### src/hdl/odc_pkg.sv
// package: register map, field layout and reset values of the on-chip debug control block
package odc_pkg;
  // word indices; byte address is four times the index
  localparam logic [29:0] LINK_CTRL_IDX = 30'h0ffe086;
  localparam logic [29:0] CPU_CTRL_IDX  = 30'h0ffe088;
  localparam logic [29:0] EV_STAT_IDX   = 30'h0ffe089;
  localparam logic [29:0] EV_EN_IDX     = 30'h0ffe08a;
  localparam logic [29:0] EV_CLR_IDX    = 30'h0ffe08b;
  localparam logic [29:0] RUN_STAT_IDX  = 30'h0ffe08c;

  typedef enum logic [2:0] {
    ODC_RN_LINK = 3'h0, ODC_RN_CPU = 3'h1, ODC_RN_EVST = 3'h2,
    ODC_RN_EVEN = 3'h3, ODC_RN_EVCL = 3'h4, ODC_RN_DSTAT = 3'h5
  } odc_reg_num_t;

  localparam int LC_LOCK   = 7;
  localparam int LC_DBGEN  = 6;
  localparam int LC_CRC    = 3;
  localparam int LC_UART   = 2;
  localparam int LC_CHSEL  = 1;
  localparam int LC_SEARCH = 0;
  localparam logic [7:0] LINK_CTRL_RST   = 8'hc9;
  localparam logic [7:0] LINK_CTRL_WMASK = 8'hcf;

  localparam int CC_HALT    = 7;
  localparam int CC_BPHALT  = 6;
  localparam int CC_BPEN    = 5;
  localparam int CC_STOPCLK = 4;
  localparam int CC_STEP    = 0;
  localparam logic [7:0] CPU_CTRL_RST   = 8'h00;
  localparam logic [7:0] CPU_CTRL_WMASK = 8'hf1;

  localparam logic [7:0] AB_CHAR_ZERO = 8'h80;
  localparam logic [7:0] AB_CHAR_ONE  = 8'h0d;

  localparam int EV_W        = 4;
  localparam int EV_BREAK    = 0;
  localparam int EV_TRAP     = 1;
  localparam int EV_AUTOBAUD = 2;
  localparam int EV_SERR     = 3;

  localparam int DS_HALT  = 7;
  localparam int DS_BREAK = 6;
  localparam int DS_STOP  = 4;
  localparam int DS_STEP  = 0;

  typedef enum logic [2:0] {
    ODC_STEP_IDLE  = 3'b001,
    ODC_STEP_GRANT = 3'b010,
    ODC_STEP_WAIT  = 3'b100
  } odc_step_t;
endpackage

### src/hdl/odc_reg_if.sv
// interface: decoded register access between the bus slave and the control core
`timescale 1ns/10ps
interface odc_reg_if;
  import odc_pkg::*;
  logic         hit;
  logic         wr;
  odc_reg_num_t reg_num;
  logic [7:0]   wdata;
  logic [7:0]   rdata;
  modport slave (output hit, wr, reg_num, wdata, input rdata);
  modport core  (input hit, wr, reg_num, wdata, output rdata);
endinterface

### src/hdl/odc_wb_slave.sv
// module: classic wishbone slave with one-wait-state ack for the debug registers
`timescale 1ns/10ps
module odc_wb_slave
  import odc_pkg::*;
(
  input  wire logic        core_clk,
  input  wire logic        rstn,
  input  wire logic        wb_cyc_i,
  input  wire logic        wb_stb_i,
  input  wire logic        wb_we_i,
  input  wire logic [3:0]  wb_sel_i,
  input  wire logic [31:0] wb_adr_i,
  input  wire logic [31:0] wb_dat_i,
  output logic      [31:0] wb_dat_o,
  output logic             wb_ack_o,
  odc_reg_if.slave         regs
);
  logic req;
  assign req = wb_cyc_i & wb_stb_i;

  always_comb begin
    regs.hit     = 1'b1;
    regs.reg_num = ODC_RN_LINK;
    unique case (wb_adr_i[31:2])
      LINK_CTRL_IDX: regs.reg_num = ODC_RN_LINK;
      CPU_CTRL_IDX:  regs.reg_num = ODC_RN_CPU;
      EV_STAT_IDX:   regs.reg_num = ODC_RN_EVST;
      EV_EN_IDX:     regs.reg_num = ODC_RN_EVEN;
      EV_CLR_IDX:    regs.reg_num = ODC_RN_EVCL;
      RUN_STAT_IDX:  regs.reg_num = ODC_RN_DSTAT;
      default:       regs.hit = 1'b0;
    endcase
  end

  // writes land on the edge where the master sees ack; unmapped ones ack and vanish
  assign regs.wr    = req & wb_we_i & wb_ack_o & wb_sel_i[0] & regs.hit;
  assign regs.wdata = wb_dat_i[7:0];

  always_ff @(posedge core_clk) begin
    if (!rstn) begin
      wb_ack_o <= 1'b0;
    end else begin
      wb_ack_o <= req & ~wb_ack_o;
    end
  end

  always_ff @(posedge core_clk) begin
    if (!rstn) begin
      wb_dat_o <= 32'h0000_0000;
    end else if (req & ~wb_ack_o) begin
      wb_dat_o <= {24'h00_0000, (regs.hit & ~wb_we_i) ? regs.rdata : 8'h00};
    end
  end
endmodule // odc_wb_slave

### src/hdl/odc_event_irq.sv
// module: sticky event status, enable mask and level interrupt
`timescale 1ns/10ps
module odc_event_irq #(
  parameter int W = 4
) (
  input  wire logic         core_clk,
  input  wire logic         rstn,
  input  wire logic [W-1:0] ev_set,
  input  wire logic         clr_wr,
  input  wire logic         en_wr,
  input  wire logic [W-1:0] wdata,
  output logic      [W-1:0] status,
  output logic      [W-1:0] enable,
  output logic              irq
);
  if (W < 1 || W > 8) begin : g_bad_w
    $error("event width must be 1..8");
  end

  // a new event beats a clear landing in the same cycle
  always_ff @(posedge core_clk) begin
    if (!rstn) begin
      status <= '0;
    end else begin
      status <= (status & ~(clr_wr ? wdata : '0)) | ev_set;
    end
  end

  always_ff @(posedge core_clk) begin
    if (!rstn) begin
      enable <= '0;
    end else if (en_wr) begin
      enable <= wdata;
    end
  end

  assign irq = |(status & enable);
endmodule // odc_event_irq

### src/hdl/odc_top.sv
// module: on-chip debug control core with link and cpu debug control registers
//
// The implementer's own choice: register access over Wishbone.
`timescale 1ns/10ps
module odc_top
  import odc_pkg::*;
#(
  parameter int BAUD_W = 16
) (
  input  wire logic              core_clk,
  input  wire logic              rstn,
  input  wire logic              wb_cyc_i,
  input  wire logic              wb_stb_i,
  input  wire logic              wb_we_i,
  input  wire logic [3:0]        wb_sel_i,
  input  wire logic [31:0]       wb_adr_i,
  input  wire logic [31:0]       wb_dat_i,
  output logic      [31:0]       wb_dat_o,
  output logic                   wb_ack_o,
  input  wire logic              debug_uart_option,
  input  wire logic              rx_byte_valid,
  input  wire logic [7:0]        rx_byte,
  input  wire logic              rx_serial_error,
  input  wire logic              autobaud_done,
  input  wire logic [BAUD_W-1:0] autobaud_count,
  input  wire logic              break_instr_exec,
  input  wire logic              hw_breakpoint_hit,
  input  wire logic              cpu_in_stop,
  input  wire logic              instr_retired,
  output logic                   debug_mode_enable,
  output logic                   command_crc_enable,
  output logic                   serial_port_on,
  output logic                   autobaud_char_select,
  output logic      [7:0]        autobaud_char,
  output logic                   autobaud_search,
  output logic      [BAUD_W-1:0] baud_reload,
  output logic                   cmd_byte_valid,
  output logic                   uart_byte_valid,
  output logic      [7:0]        rx_data,
  output logic                   cpu_fetch_stall,
  output logic                   cpu_step_grant,
  output logic                   cpu_loop_on_break,
  output logic                   breakpoint_event,
  output logic                   illegal_trap,
  output logic                   stop_mode_clock_gate,
  output logic                   break_reached_flag,
  output logic                   irq
);
  if (BAUD_W < 8 || BAUD_W > 32) begin : g_bad_baud
    $error("BAUD_W must be 8..32");
  end

  odc_reg_if regs ();

  odc_wb_slave u_wb (
    .core_clk (core_clk),
    .rstn     (rstn),
    .wb_cyc_i (wb_cyc_i),
    .wb_stb_i (wb_stb_i),
    .wb_we_i  (wb_we_i),
    .wb_sel_i (wb_sel_i),
    .wb_adr_i (wb_adr_i),
    .wb_dat_i (wb_dat_i),
    .wb_dat_o (wb_dat_o),
    .wb_ack_o (wb_ack_o),
    .regs     (regs.slave)
  );

  logic [7:0]      link_ctrl;
  logic [7:0]      cpu_ctrl;
  logic [EV_W-1:0] ev_set;
  logic [EV_W-1:0] ev_status;
  logic [EV_W-1:0] ev_enable;
  logic            wr_link;
  logic            wr_cpu;
  logic [7:0]      next_link_ctrl;
  logic            bp_any;
  logic            bp_taken;
  logic            halt_written_zero;
  odc_step_t       step_state;

  assign wr_link = regs.wr & (regs.reg_num == ODC_RN_LINK);
  assign wr_cpu  = regs.wr & (regs.reg_num == ODC_RN_CPU);

  // ---------------- debug link control ----------------
  // one merge per bit keeps blocked fields at their old value while the rest still load
  always_comb begin
    next_link_ctrl = link_ctrl;
    if (wr_link && !link_ctrl[LC_LOCK]) begin
      next_link_ctrl[LC_LOCK]  = regs.wdata[LC_LOCK];
      next_link_ctrl[LC_DBGEN] = regs.wdata[LC_DBGEN];
      next_link_ctrl[LC_CRC]   = regs.wdata[LC_CRC];
      next_link_ctrl[LC_UART]  = regs.wdata[LC_UART];
      if (!link_ctrl[LC_DBGEN]) begin
        next_link_ctrl[LC_CHSEL]  = regs.wdata[LC_CHSEL];
        next_link_ctrl[LC_SEARCH] = regs.wdata[LC_SEARCH];
      end
    end
    // a finished measurement ends the search
    if (link_ctrl[LC_SEARCH] && autobaud_done) begin
      next_link_ctrl[LC_SEARCH] = 1'b0;
    end
    // an error while debugging restarts the search, and wins over the self clear
    if (link_ctrl[LC_DBGEN] && rx_serial_error) begin
      next_link_ctrl[LC_SEARCH] = 1'b1;
    end
    if (debug_uart_option) begin
      next_link_ctrl[LC_LOCK] = 1'b1;
    end
    next_link_ctrl = next_link_ctrl & LINK_CTRL_WMASK;
  end

  always_ff @(posedge core_clk) begin
    if (!rstn) begin
      link_ctrl <= LINK_CTRL_RST;
    end else begin
      link_ctrl <= next_link_ctrl;
    end
  end

  assign debug_mode_enable    = link_ctrl[LC_DBGEN];
  assign command_crc_enable   = link_ctrl[LC_DBGEN] & link_ctrl[LC_CRC];
  assign serial_port_on       = link_ctrl[LC_UART] & ~link_ctrl[LC_DBGEN];
  assign autobaud_char_select = link_ctrl[LC_CHSEL];
  assign autobaud_search      = link_ctrl[LC_SEARCH];
  assign autobaud_char        = link_ctrl[LC_CHSEL] ? AB_CHAR_ONE : AB_CHAR_ZERO;

  // the measured count only loads while a search is armed
  always_ff @(posedge core_clk) begin
    if (!rstn) begin
      baud_reload <= '0;
    end else if (link_ctrl[LC_SEARCH] && autobaud_done) begin
      baud_reload <= autobaud_count;
    end
  end

  // received bytes go to at most one consumer (none with debug and serial port both off); the mode is sampled per byte
  always_ff @(posedge core_clk) begin
    if (!rstn) begin
      cmd_byte_valid  <= 1'b0;
      uart_byte_valid <= 1'b0;
      rx_data         <= 8'h00;
    end else begin
      cmd_byte_valid  <= rx_byte_valid & link_ctrl[LC_DBGEN];
      uart_byte_valid <= rx_byte_valid & ~link_ctrl[LC_DBGEN] & link_ctrl[LC_UART];
      if (rx_byte_valid) begin
        rx_data <= rx_byte;
      end
    end
  end

  // ---------------- cpu debug control ----------------
  assign bp_any   = break_instr_exec | hw_breakpoint_hit;
  assign bp_taken = bp_any & cpu_ctrl[CC_BPEN];
  assign halt_written_zero = wr_cpu & ~regs.wdata[CC_HALT];

  always_ff @(posedge core_clk) begin
    if (!rstn) begin
      cpu_ctrl[7:1] <= CPU_CTRL_RST[7:1];
    end else begin
      if (wr_cpu) begin
        // reserved bits are masked off whatever software writes
        cpu_ctrl[7:1] <= regs.wdata[7:1] & CPU_CTRL_WMASK[7:1];
      end
      if (bp_taken && cpu_ctrl[CC_BPHALT]) begin
        cpu_ctrl[CC_HALT] <= 1'b1;
      end
    end
  end

  // step bit: armed by a write while halted, dropped once the instruction retires
  always_ff @(posedge core_clk) begin
    if (!rstn) begin
      cpu_ctrl[CC_STEP] <= CPU_CTRL_RST[CC_STEP];
    end else if (step_state == ODC_STEP_WAIT && instr_retired) begin
      cpu_ctrl[CC_STEP] <= 1'b0;
    end else if (wr_cpu && regs.wdata[CC_STEP] && cpu_ctrl[CC_HALT]) begin
      cpu_ctrl[CC_STEP] <= 1'b1;
    end
  end

  always_ff @(posedge core_clk) begin
    if (!rstn) begin
      step_state <= ODC_STEP_IDLE;
    end else begin
      unique case (step_state)
        ODC_STEP_IDLE: begin
          if (cpu_ctrl[CC_STEP] && cpu_ctrl[CC_HALT]) begin
            step_state <= ODC_STEP_GRANT;
          end
        end
        ODC_STEP_GRANT: begin
          step_state <= ODC_STEP_WAIT;
        end
        ODC_STEP_WAIT: begin
          if (instr_retired) begin
            step_state <= ODC_STEP_IDLE;
          end
        end
        default: step_state <= ODC_STEP_IDLE;
      endcase
    end
  end

  // fetch opens for a single instruction only while a step is outstanding
  assign cpu_step_grant  = (step_state == ODC_STEP_GRANT);
  assign cpu_fetch_stall = cpu_ctrl[CC_HALT] & (step_state == ODC_STEP_IDLE);

  always_ff @(posedge core_clk) begin
    if (!rstn) begin
      breakpoint_event  <= 1'b0;
      illegal_trap      <= 1'b0;
      cpu_loop_on_break <= 1'b0;
    end else begin
      breakpoint_event  <= bp_taken;
      illegal_trap      <= bp_any & ~cpu_ctrl[CC_BPEN];
      cpu_loop_on_break <= bp_taken & ~cpu_ctrl[CC_BPHALT];
    end
  end

  // the break flag: a break in the same cycle as the clearing write still sets it
  always_ff @(posedge core_clk) begin
    if (!rstn) begin
      break_reached_flag <= 1'b0;
    end else if (break_instr_exec) begin
      break_reached_flag <= 1'b1;
    end else if (halt_written_zero) begin
      break_reached_flag <= 1'b0;
    end
  end

  // the clock gate only matters while the cpu sits in stop mode
  assign stop_mode_clock_gate = cpu_in_stop & ~cpu_ctrl[CC_STOPCLK];

  // ---------------- events and read-back ----------------
  always_comb begin
    ev_set              = '0;
    ev_set[EV_BREAK]    = bp_taken;
    ev_set[EV_TRAP]     = bp_any & ~cpu_ctrl[CC_BPEN];
    ev_set[EV_AUTOBAUD] = link_ctrl[LC_SEARCH] & autobaud_done;
    ev_set[EV_SERR]     = rx_serial_error;
  end

  odc_event_irq #(
    .W (EV_W)
  ) u_irq (
    .core_clk (core_clk),
    .rstn     (rstn),
    .ev_set   (ev_set),
    .clr_wr   (regs.wr & (regs.reg_num == ODC_RN_EVCL)),
    .en_wr    (regs.wr & (regs.reg_num == ODC_RN_EVEN)),
    .wdata    (regs.wdata[EV_W-1:0]),
    .status   (ev_status),
    .enable   (ev_enable),
    .irq      (irq)
  );

  always_comb begin
    regs.rdata = 8'h00;
    unique case (regs.reg_num)
      ODC_RN_LINK:  regs.rdata = link_ctrl;
      ODC_RN_CPU:   regs.rdata = cpu_ctrl;
      ODC_RN_EVST:  regs.rdata[EV_W-1:0] = ev_status;
      ODC_RN_EVEN:  regs.rdata[EV_W-1:0] = ev_enable;
      ODC_RN_EVCL:  regs.rdata = 8'h00;
      ODC_RN_DSTAT: begin
        regs.rdata[DS_HALT] = cpu_ctrl[CC_HALT];
        regs.rdata[DS_BREAK] = break_reached_flag;
        regs.rdata[DS_STOP] = cpu_in_stop;
        regs.rdata[DS_STEP] = (step_state != ODC_STEP_IDLE);
      end
      default: regs.rdata = 8'h00;
    endcase
  end
endmodule // odc_top

### config.mk
export PLATFORM = sky130hd
export DESIGN_NAME = odc_top
export DESIGN_NICKNAME = d
export VERILOG_FILES = /design/src/hdl/odc_pkg.sv /design/src/hdl/odc_reg_if.sv /design/src/hdl/odc_wb_slave.sv /design/src/hdl/odc_event_irq.sv /design/src/hdl/odc_top.sv
export SDC_FILE = /design/constraint.sdc
export NUM_CORES = 1
export LEC_CHECK = 0
export ABC_AREA = 1
export ABC_CLOCK_PERIOD_IN_PS = 2200
export BUFFER_PORTS_ARGS = -buffer_cell sky130_fd_sc_hd__buf_2
export CORE_MARGIN = 1
export CORE_UTILIZATION = 45
export CTS_CLUSTER_DIAMETER = 40
export DETAILED_ROUTE_END_ITERATION = 6
export PLACE_DENSITY = 0.82
export SLEW_MARGIN = 20
export SYNTH_ARGS = -nofsm -noshare
export SYNTH_HDL_FRONTEND = slang
export SYNTH_SLANG_ARGS = --single-unit
### constraint.sdc
create_clock -name core_clk -period 2.2 [get_ports core_clk]
set_input_delay 0.44 -clock core_clk [delete_from_list [all_inputs] [get_ports core_clk]]
set_output_delay 0.44 -clock core_clk [all_outputs]
set_load 0.01 [all_outputs]
Word level (Yosys, flattened, before mapping)
Cells that the tools add are included.

storage, ports and cells
  flip-flop bits (word level) = 63
  input bits = 105
  output and inout port bits = 80
  logic and storage cells = 116

cells by class
  equality and inequality tests = 18
  muxes and demuxes = 20
  bitwise operators = 36
  reductions and logical operators = 21

operators with widths
  cell                                                               number
  30-bit by 24-bit == test with 1-bit output, second input constant  6
  1-bit bitwise AND                                                  23
  3-bit one-hot mux with 3 select lines                              2
  8-bit 2-to-1 mux                                                   2
  3-bit one-hot mux with 5 select lines                              1
  3-bit by 2-bit == test with 1-bit output, second input constant    3
  3-bit == test, second input constant                               3
  4-bit bitwise AND                                                  2
  1-bit logical AND                                                  8
  4-bit 2-to-1 mux                                                   2
  1-bit inverter                                                     8
  7-bit 2-to-1 mux                                                   1
  3-bit by 1-bit == test with 1-bit output, second input constant    2
  3-bit 2-to-1 mux                                                   2
  2-bit one-hot mux with 3 select lines                              1
  2-bit AND reduction                                                3
  2-bit nonzero test                                                 3
  2-bit OR reduction                                                 3
  6-bit OR reduction                                                 1
  1-bit 2-to-1 mux                                                   5
  1-bit one-hot mux with 5 select lines                              1
  2-bit != test, second input constant                               2
  4-bit inverter                                                     1
  4-bit OR                                                           1
  9 further kinds                                                    9

Depth between registers and ports, before layout
  word-level depth = 10
  depth in mapped cells = 14
  depth with buffers taken out = 14

By module
From an unflattened synthesis, not the netlist that was laid out.

unflattened totals
  cells, all modules = 441
  area, all modules = 3076.7 sq um

by module, submodules not included
  module         times used  cells an instance  area each (sq um)
  odc_top        1           256                1843.0
  odc_wb_slave   1           142                929.6
  odc_event_irq  1           43                 304.0

Worst setup path before layout
No wires, ideal clock.

  path type = input to register
  from = input wb_adr_i[29]
  to = register u_irq.status[0]
  library setup time = 0.128 ns
  arrival time = 1.643 ns
  required time = 2.072 ns
  slack = 0.430 ns
  cell stages on the path = 12
  cells stage by stage = nor2_1 -> nand3_2 -> nor2_8 -> nand2_2 -> nand2_2 -> nor2_4 -> nand2_4 -> nand2_4 -> nor2_4 -> nand2_1 -> a21oi_1 -> nor2_1

between the ends
  longest elaborated chain between the ends = 9
  elaborated cells on any way between the ends = 16
  classes of those cells = eq/ne: 7; mux: 3; bitwise: 5; reduce/logical: 1

ends and longest elaborated chain
  element                                     line                 text
  from (decl)                                 odc_top.sv:16        input wire logic [31:0] wb_adr_i,
  30-bit by 24-bit == test with 1-bit output  odc_wb_slave.sv:24   unique case (wb_adr_i[31:2])
  6-bit OR reduction (no line)                n/a
  1-bit 2-to-1 mux                            odc_wb_slave.sv:24
  1-bit bitwise AND                           odc_wb_slave.sv:36   assign regs.wr = req & wb_we_i & wb_ack_o & wb_sel_i[0] & regs.hit;
  1-bit bitwise AND *                         odc_top.sv:250       .clr_wr (regs.wr & (regs.reg_num == ODC_RN_EVCL)),
  4-bit 2-to-1 mux *                          odc_event_irq.sv:25  status <= (status & ~(clr_wr ? wdata : '0)) | ev_set;
  4-bit inverter *                            odc_event_irq.sv:25
  4-bit bitwise AND *                         odc_event_irq.sv:25
  4-bit OR *                                  odc_event_irq.sv:25
  to (signal assigned)                        odc_event_irq.sv:25
  to (decl)                                   odc_event_irq.sv:12  output logic [W-1:0] status,

Mark *: on every way between the ends. The rest lies on a longest branch, timed or not.
A chain may end at the register's enable or synchronous reset.

Worst setup path in the final report
  from = register step_state[0]
  to = output cpu_fetch_stall

between the ends
  longest elaborated chain between the ends = 2

ends and longest elaborated chain
  element                                   line            text
  from (decl)                               odc_top.sv:80   odc_step_t step_state;
  from (signal assigned)                    odc_top.sv:184  step_state <= ODC_STEP_IDLE;
  from (signal assigned)                    odc_top.sv:189  step_state <= ODC_STEP_GRANT;
  from (signal assigned)                    odc_top.sv:193  step_state <= ODC_STEP_WAIT;
  3-bit by 1-bit == test with 1-bit output  odc_top.sv:207  assign cpu_fetch_stall = cpu_ctrl[CC_HALT] & (step_state == ODC_STEP_IDLE);
  1-bit bitwise AND                         odc_top.sv:207
  to (decl)                                 odc_top.sv:40   output logic cpu_fetch_stall,

Every way passes these cells.

==> metrics.cfg <==
[clock_tree]
postCtsSetupRepairBufs=0
cts.sinks=61
clkLatencyLatePin_ns=0.34
numCtsBuffers=9
cts_resized=0
hold_buffers=0
cts_tree=built
clockRootBuffer=clkbuf_8
clockBufferDepth=2
clk_pin_slew_ns=0.07
htreeDepth=3

[die]
die_h_um=88.8
die-area_um2=7880
die_w_um=88.8
pin_count=185
rows=31
core-area_um2=7250
initial_utilization_pct=46.7

[yosys]
ys_ff_latch=61
yosysSeqAreaShare_pct=36.0
avgSynthCellArea_um2=6.71
netlist_instances=505
synth.area.top_cells=dfxtp_1 (36%), nor2_1 (11%), nand2_1 (9.7%)
yosysTopAreaCell=dfxtp_1
synth_top_area_share_pct=36.0
synth.cell_area_um2=3390
synth_cell_type_count=33
yosys_warnings=0

[global_routing]
gr-total-overflow=0
grt_max_degree=39
antenna_found_initial=0
grt_usage_pct=21.3
grt_pass1_wl_um=12900
grt_pass1_vias=3051

[drt]
viasPerCell=4.78
wl_per_cell_um=11.5
wl_um=8480
drt_pass1_iterations=4
drc=0
antenna_left=0
vias=3532
drt_iter0_drc=196

[final_layout]
num_antenna_cells=0
fin_nets=740
syn2layout_area_growth_pct=24.5
final_common_cell=buf_2
final_cell_mix=buf_2 (127), nor2_1 (101), nand2_1 (88)
fill_cells=702
drive_above_1_share_pct=29.5

[sta]
tns_ns=0
fmax_ghz=0.526
worst_hold_slack_ns=0.321
skew_ns=0.00512
rsz0062_at_grt=no
slew_viol_final=0
hold_viol=0
final.period_utilization_pct=86.5
setup_violations=0
fin_crit_ns=1.90

[critical_path]
worst_ep_required_time_ns=1.76
cp.arrival_ns=1.46
crit_slowest_cell=nor3_1
r2r-start=step_state[0]$_SDFFE_PN1P_
critPathLaunchType=flip-flop
critical_path.max_stage_delay_ns=0.38
cp_max_fo=4
cpMostUsedCell=inv_1
crit_path_end_kind=output port
path_class=reg2out
cp_cell_sequence=inv_1 > nor3_1 > inv_1 > nor2_1 > buf_2
startpoint=step_state[0]$_SDFFE_PN1P_

[min_path]
hp-start=rx_byte[6]
hold_class=in2reg

[placement]
io_buffers=127
hpwl_um=6560
gp_congestion=0.857

[power_and_ir_drop]
netSwitchingFraction_pct=27.5
sequentialPowerShare_pct=47.1
combPwrFrac_pct=13.2
intPower_uw=1800
ir_worst_vdd_mv=0.381
p_leak_uw=0.00222
clkPwrFrac_pct=39.7
p_sw_uw=685
powerDensity_nw_per_um2=589

[flow_run]
maxCapViolCount=0

[outcome]
status=finished, final reports clean

==> synth_stat cells (all sizes together) <==
master  count
and3        1
a21boi      1
buf        32
a21oi      23
inv        61
nor3        7
clkinv      2
o21bai      2
nor4        1
o211ai      5
nand2     100
a211oi      1
o21ai      40
clkbuf      8
nand4       8
dfxtp      61
o22ai       3
nand3      31
nor2      117
conb        1
==> cell families after synthesis <==
group	share of synthesized area, %
AO/OA/AOI/OAI	12.4
buffers and inverters	14.8
flip-flops	36.0
other	0.111
AND/OR/NAND/NOR	36.6
==> registers in the layout, indices dropped and copies added, names as in the netlist <==
signal / flops
break_reached_flag: 1
u_wb.wb_ack_o: 1
illegal_trap: 1
cpu_ctrl: 5
breakpoint_event: 1
step_state: 3
baud_reload: 16
link_ctrl: 6
cpu_loop_on_break: 1
uart_byte_valid: 1
u_irq.enable: 4
u_wb.wb_dat_o: 8
cmd_byte_valid: 1
u_irq.status: 4
rx_data: 8
==> routing by layer <==
metal	global-route usage, %	wire length [um]	share of wire [%]	vias up
met5	0	0	0	-
met4	8.80	180	2.1	0
met3	4.85	581	6.8	18
met2	36.2	4080	48	135
met1	25.9	3640	43	1579
li1	-	-	-	1800
==> metrics by stage <==
| step | instance area [um^2] | power [uW] | util, % | instances | setup WS [ns] |
|---|---|---|---|---|---|
| floorplan | 3490 | 1410 | - | 532 | 0.430 |
| global route | 4220 | 2610 | 58.2 | 739 | 0.231 |
| detailed placement | 4020 | 1520 | 55.4 | 723 | 0.147 |
| finish | 4220 | 2490 | 58.2 | 739 | 0.297 |
| global placement | 4020 | 1510 | 55.4 | 723 | 0.207 |
| CTS | 4220 | 2510 | 58.2 | 739 | 0.312 |
==> cell type report <==
cell class              instances  area, um^2  share of cell area [%]
inverters                      63         236                    5.60
clock buffers                   9         124                    2.93
clock inverters                 7        76.3                    1.81
repair buffers                132         673                    15.9
flip-flops and latches         61        1220                    28.9
well taps                      99         124                    2.93
multi-input cells             368        1770                    41.8
==> power by group through the flow <==
stage | Combinational [uW] | Sequential (uW) | Clock [uW]
finish | 328 | 1170 | 987
global placement | 318 | 1190 | 0
CTS | 327 | 1170 | 1020
global route | 373 | 1180 | 1060
floorplan | 193 | 1210 | 0
detailed placement | 326 | 1200 | 0
==> path summary, 6_finish.rpt <==
path / to / slack [ns] / cells after the start
setup / recovery: cpu_fetch_stall / 0.30 / 5
hold reg to reg: cpu_loop_on_break$_SDFF_PN0_ / 0.41 / 1
hold / removal: rx_data[6]$_SDFFE_PN0P_ / 0.32 / 3
setup reg to reg: u_wb.wb_dat_o[0]$_SDFFE_PN0P_ / 0.68 / 7
==> critical path: cells and delay by family, from the launching register on <==
| kind | cells | cell delay (ns) |
|---|---|---|
| buffers and inverters | 3 | 0.31 |
| DFF | 1 | 0.33 |
| and+or+nand+nor | 2 | 0.49 |
(Power assumes the default switching activity.)
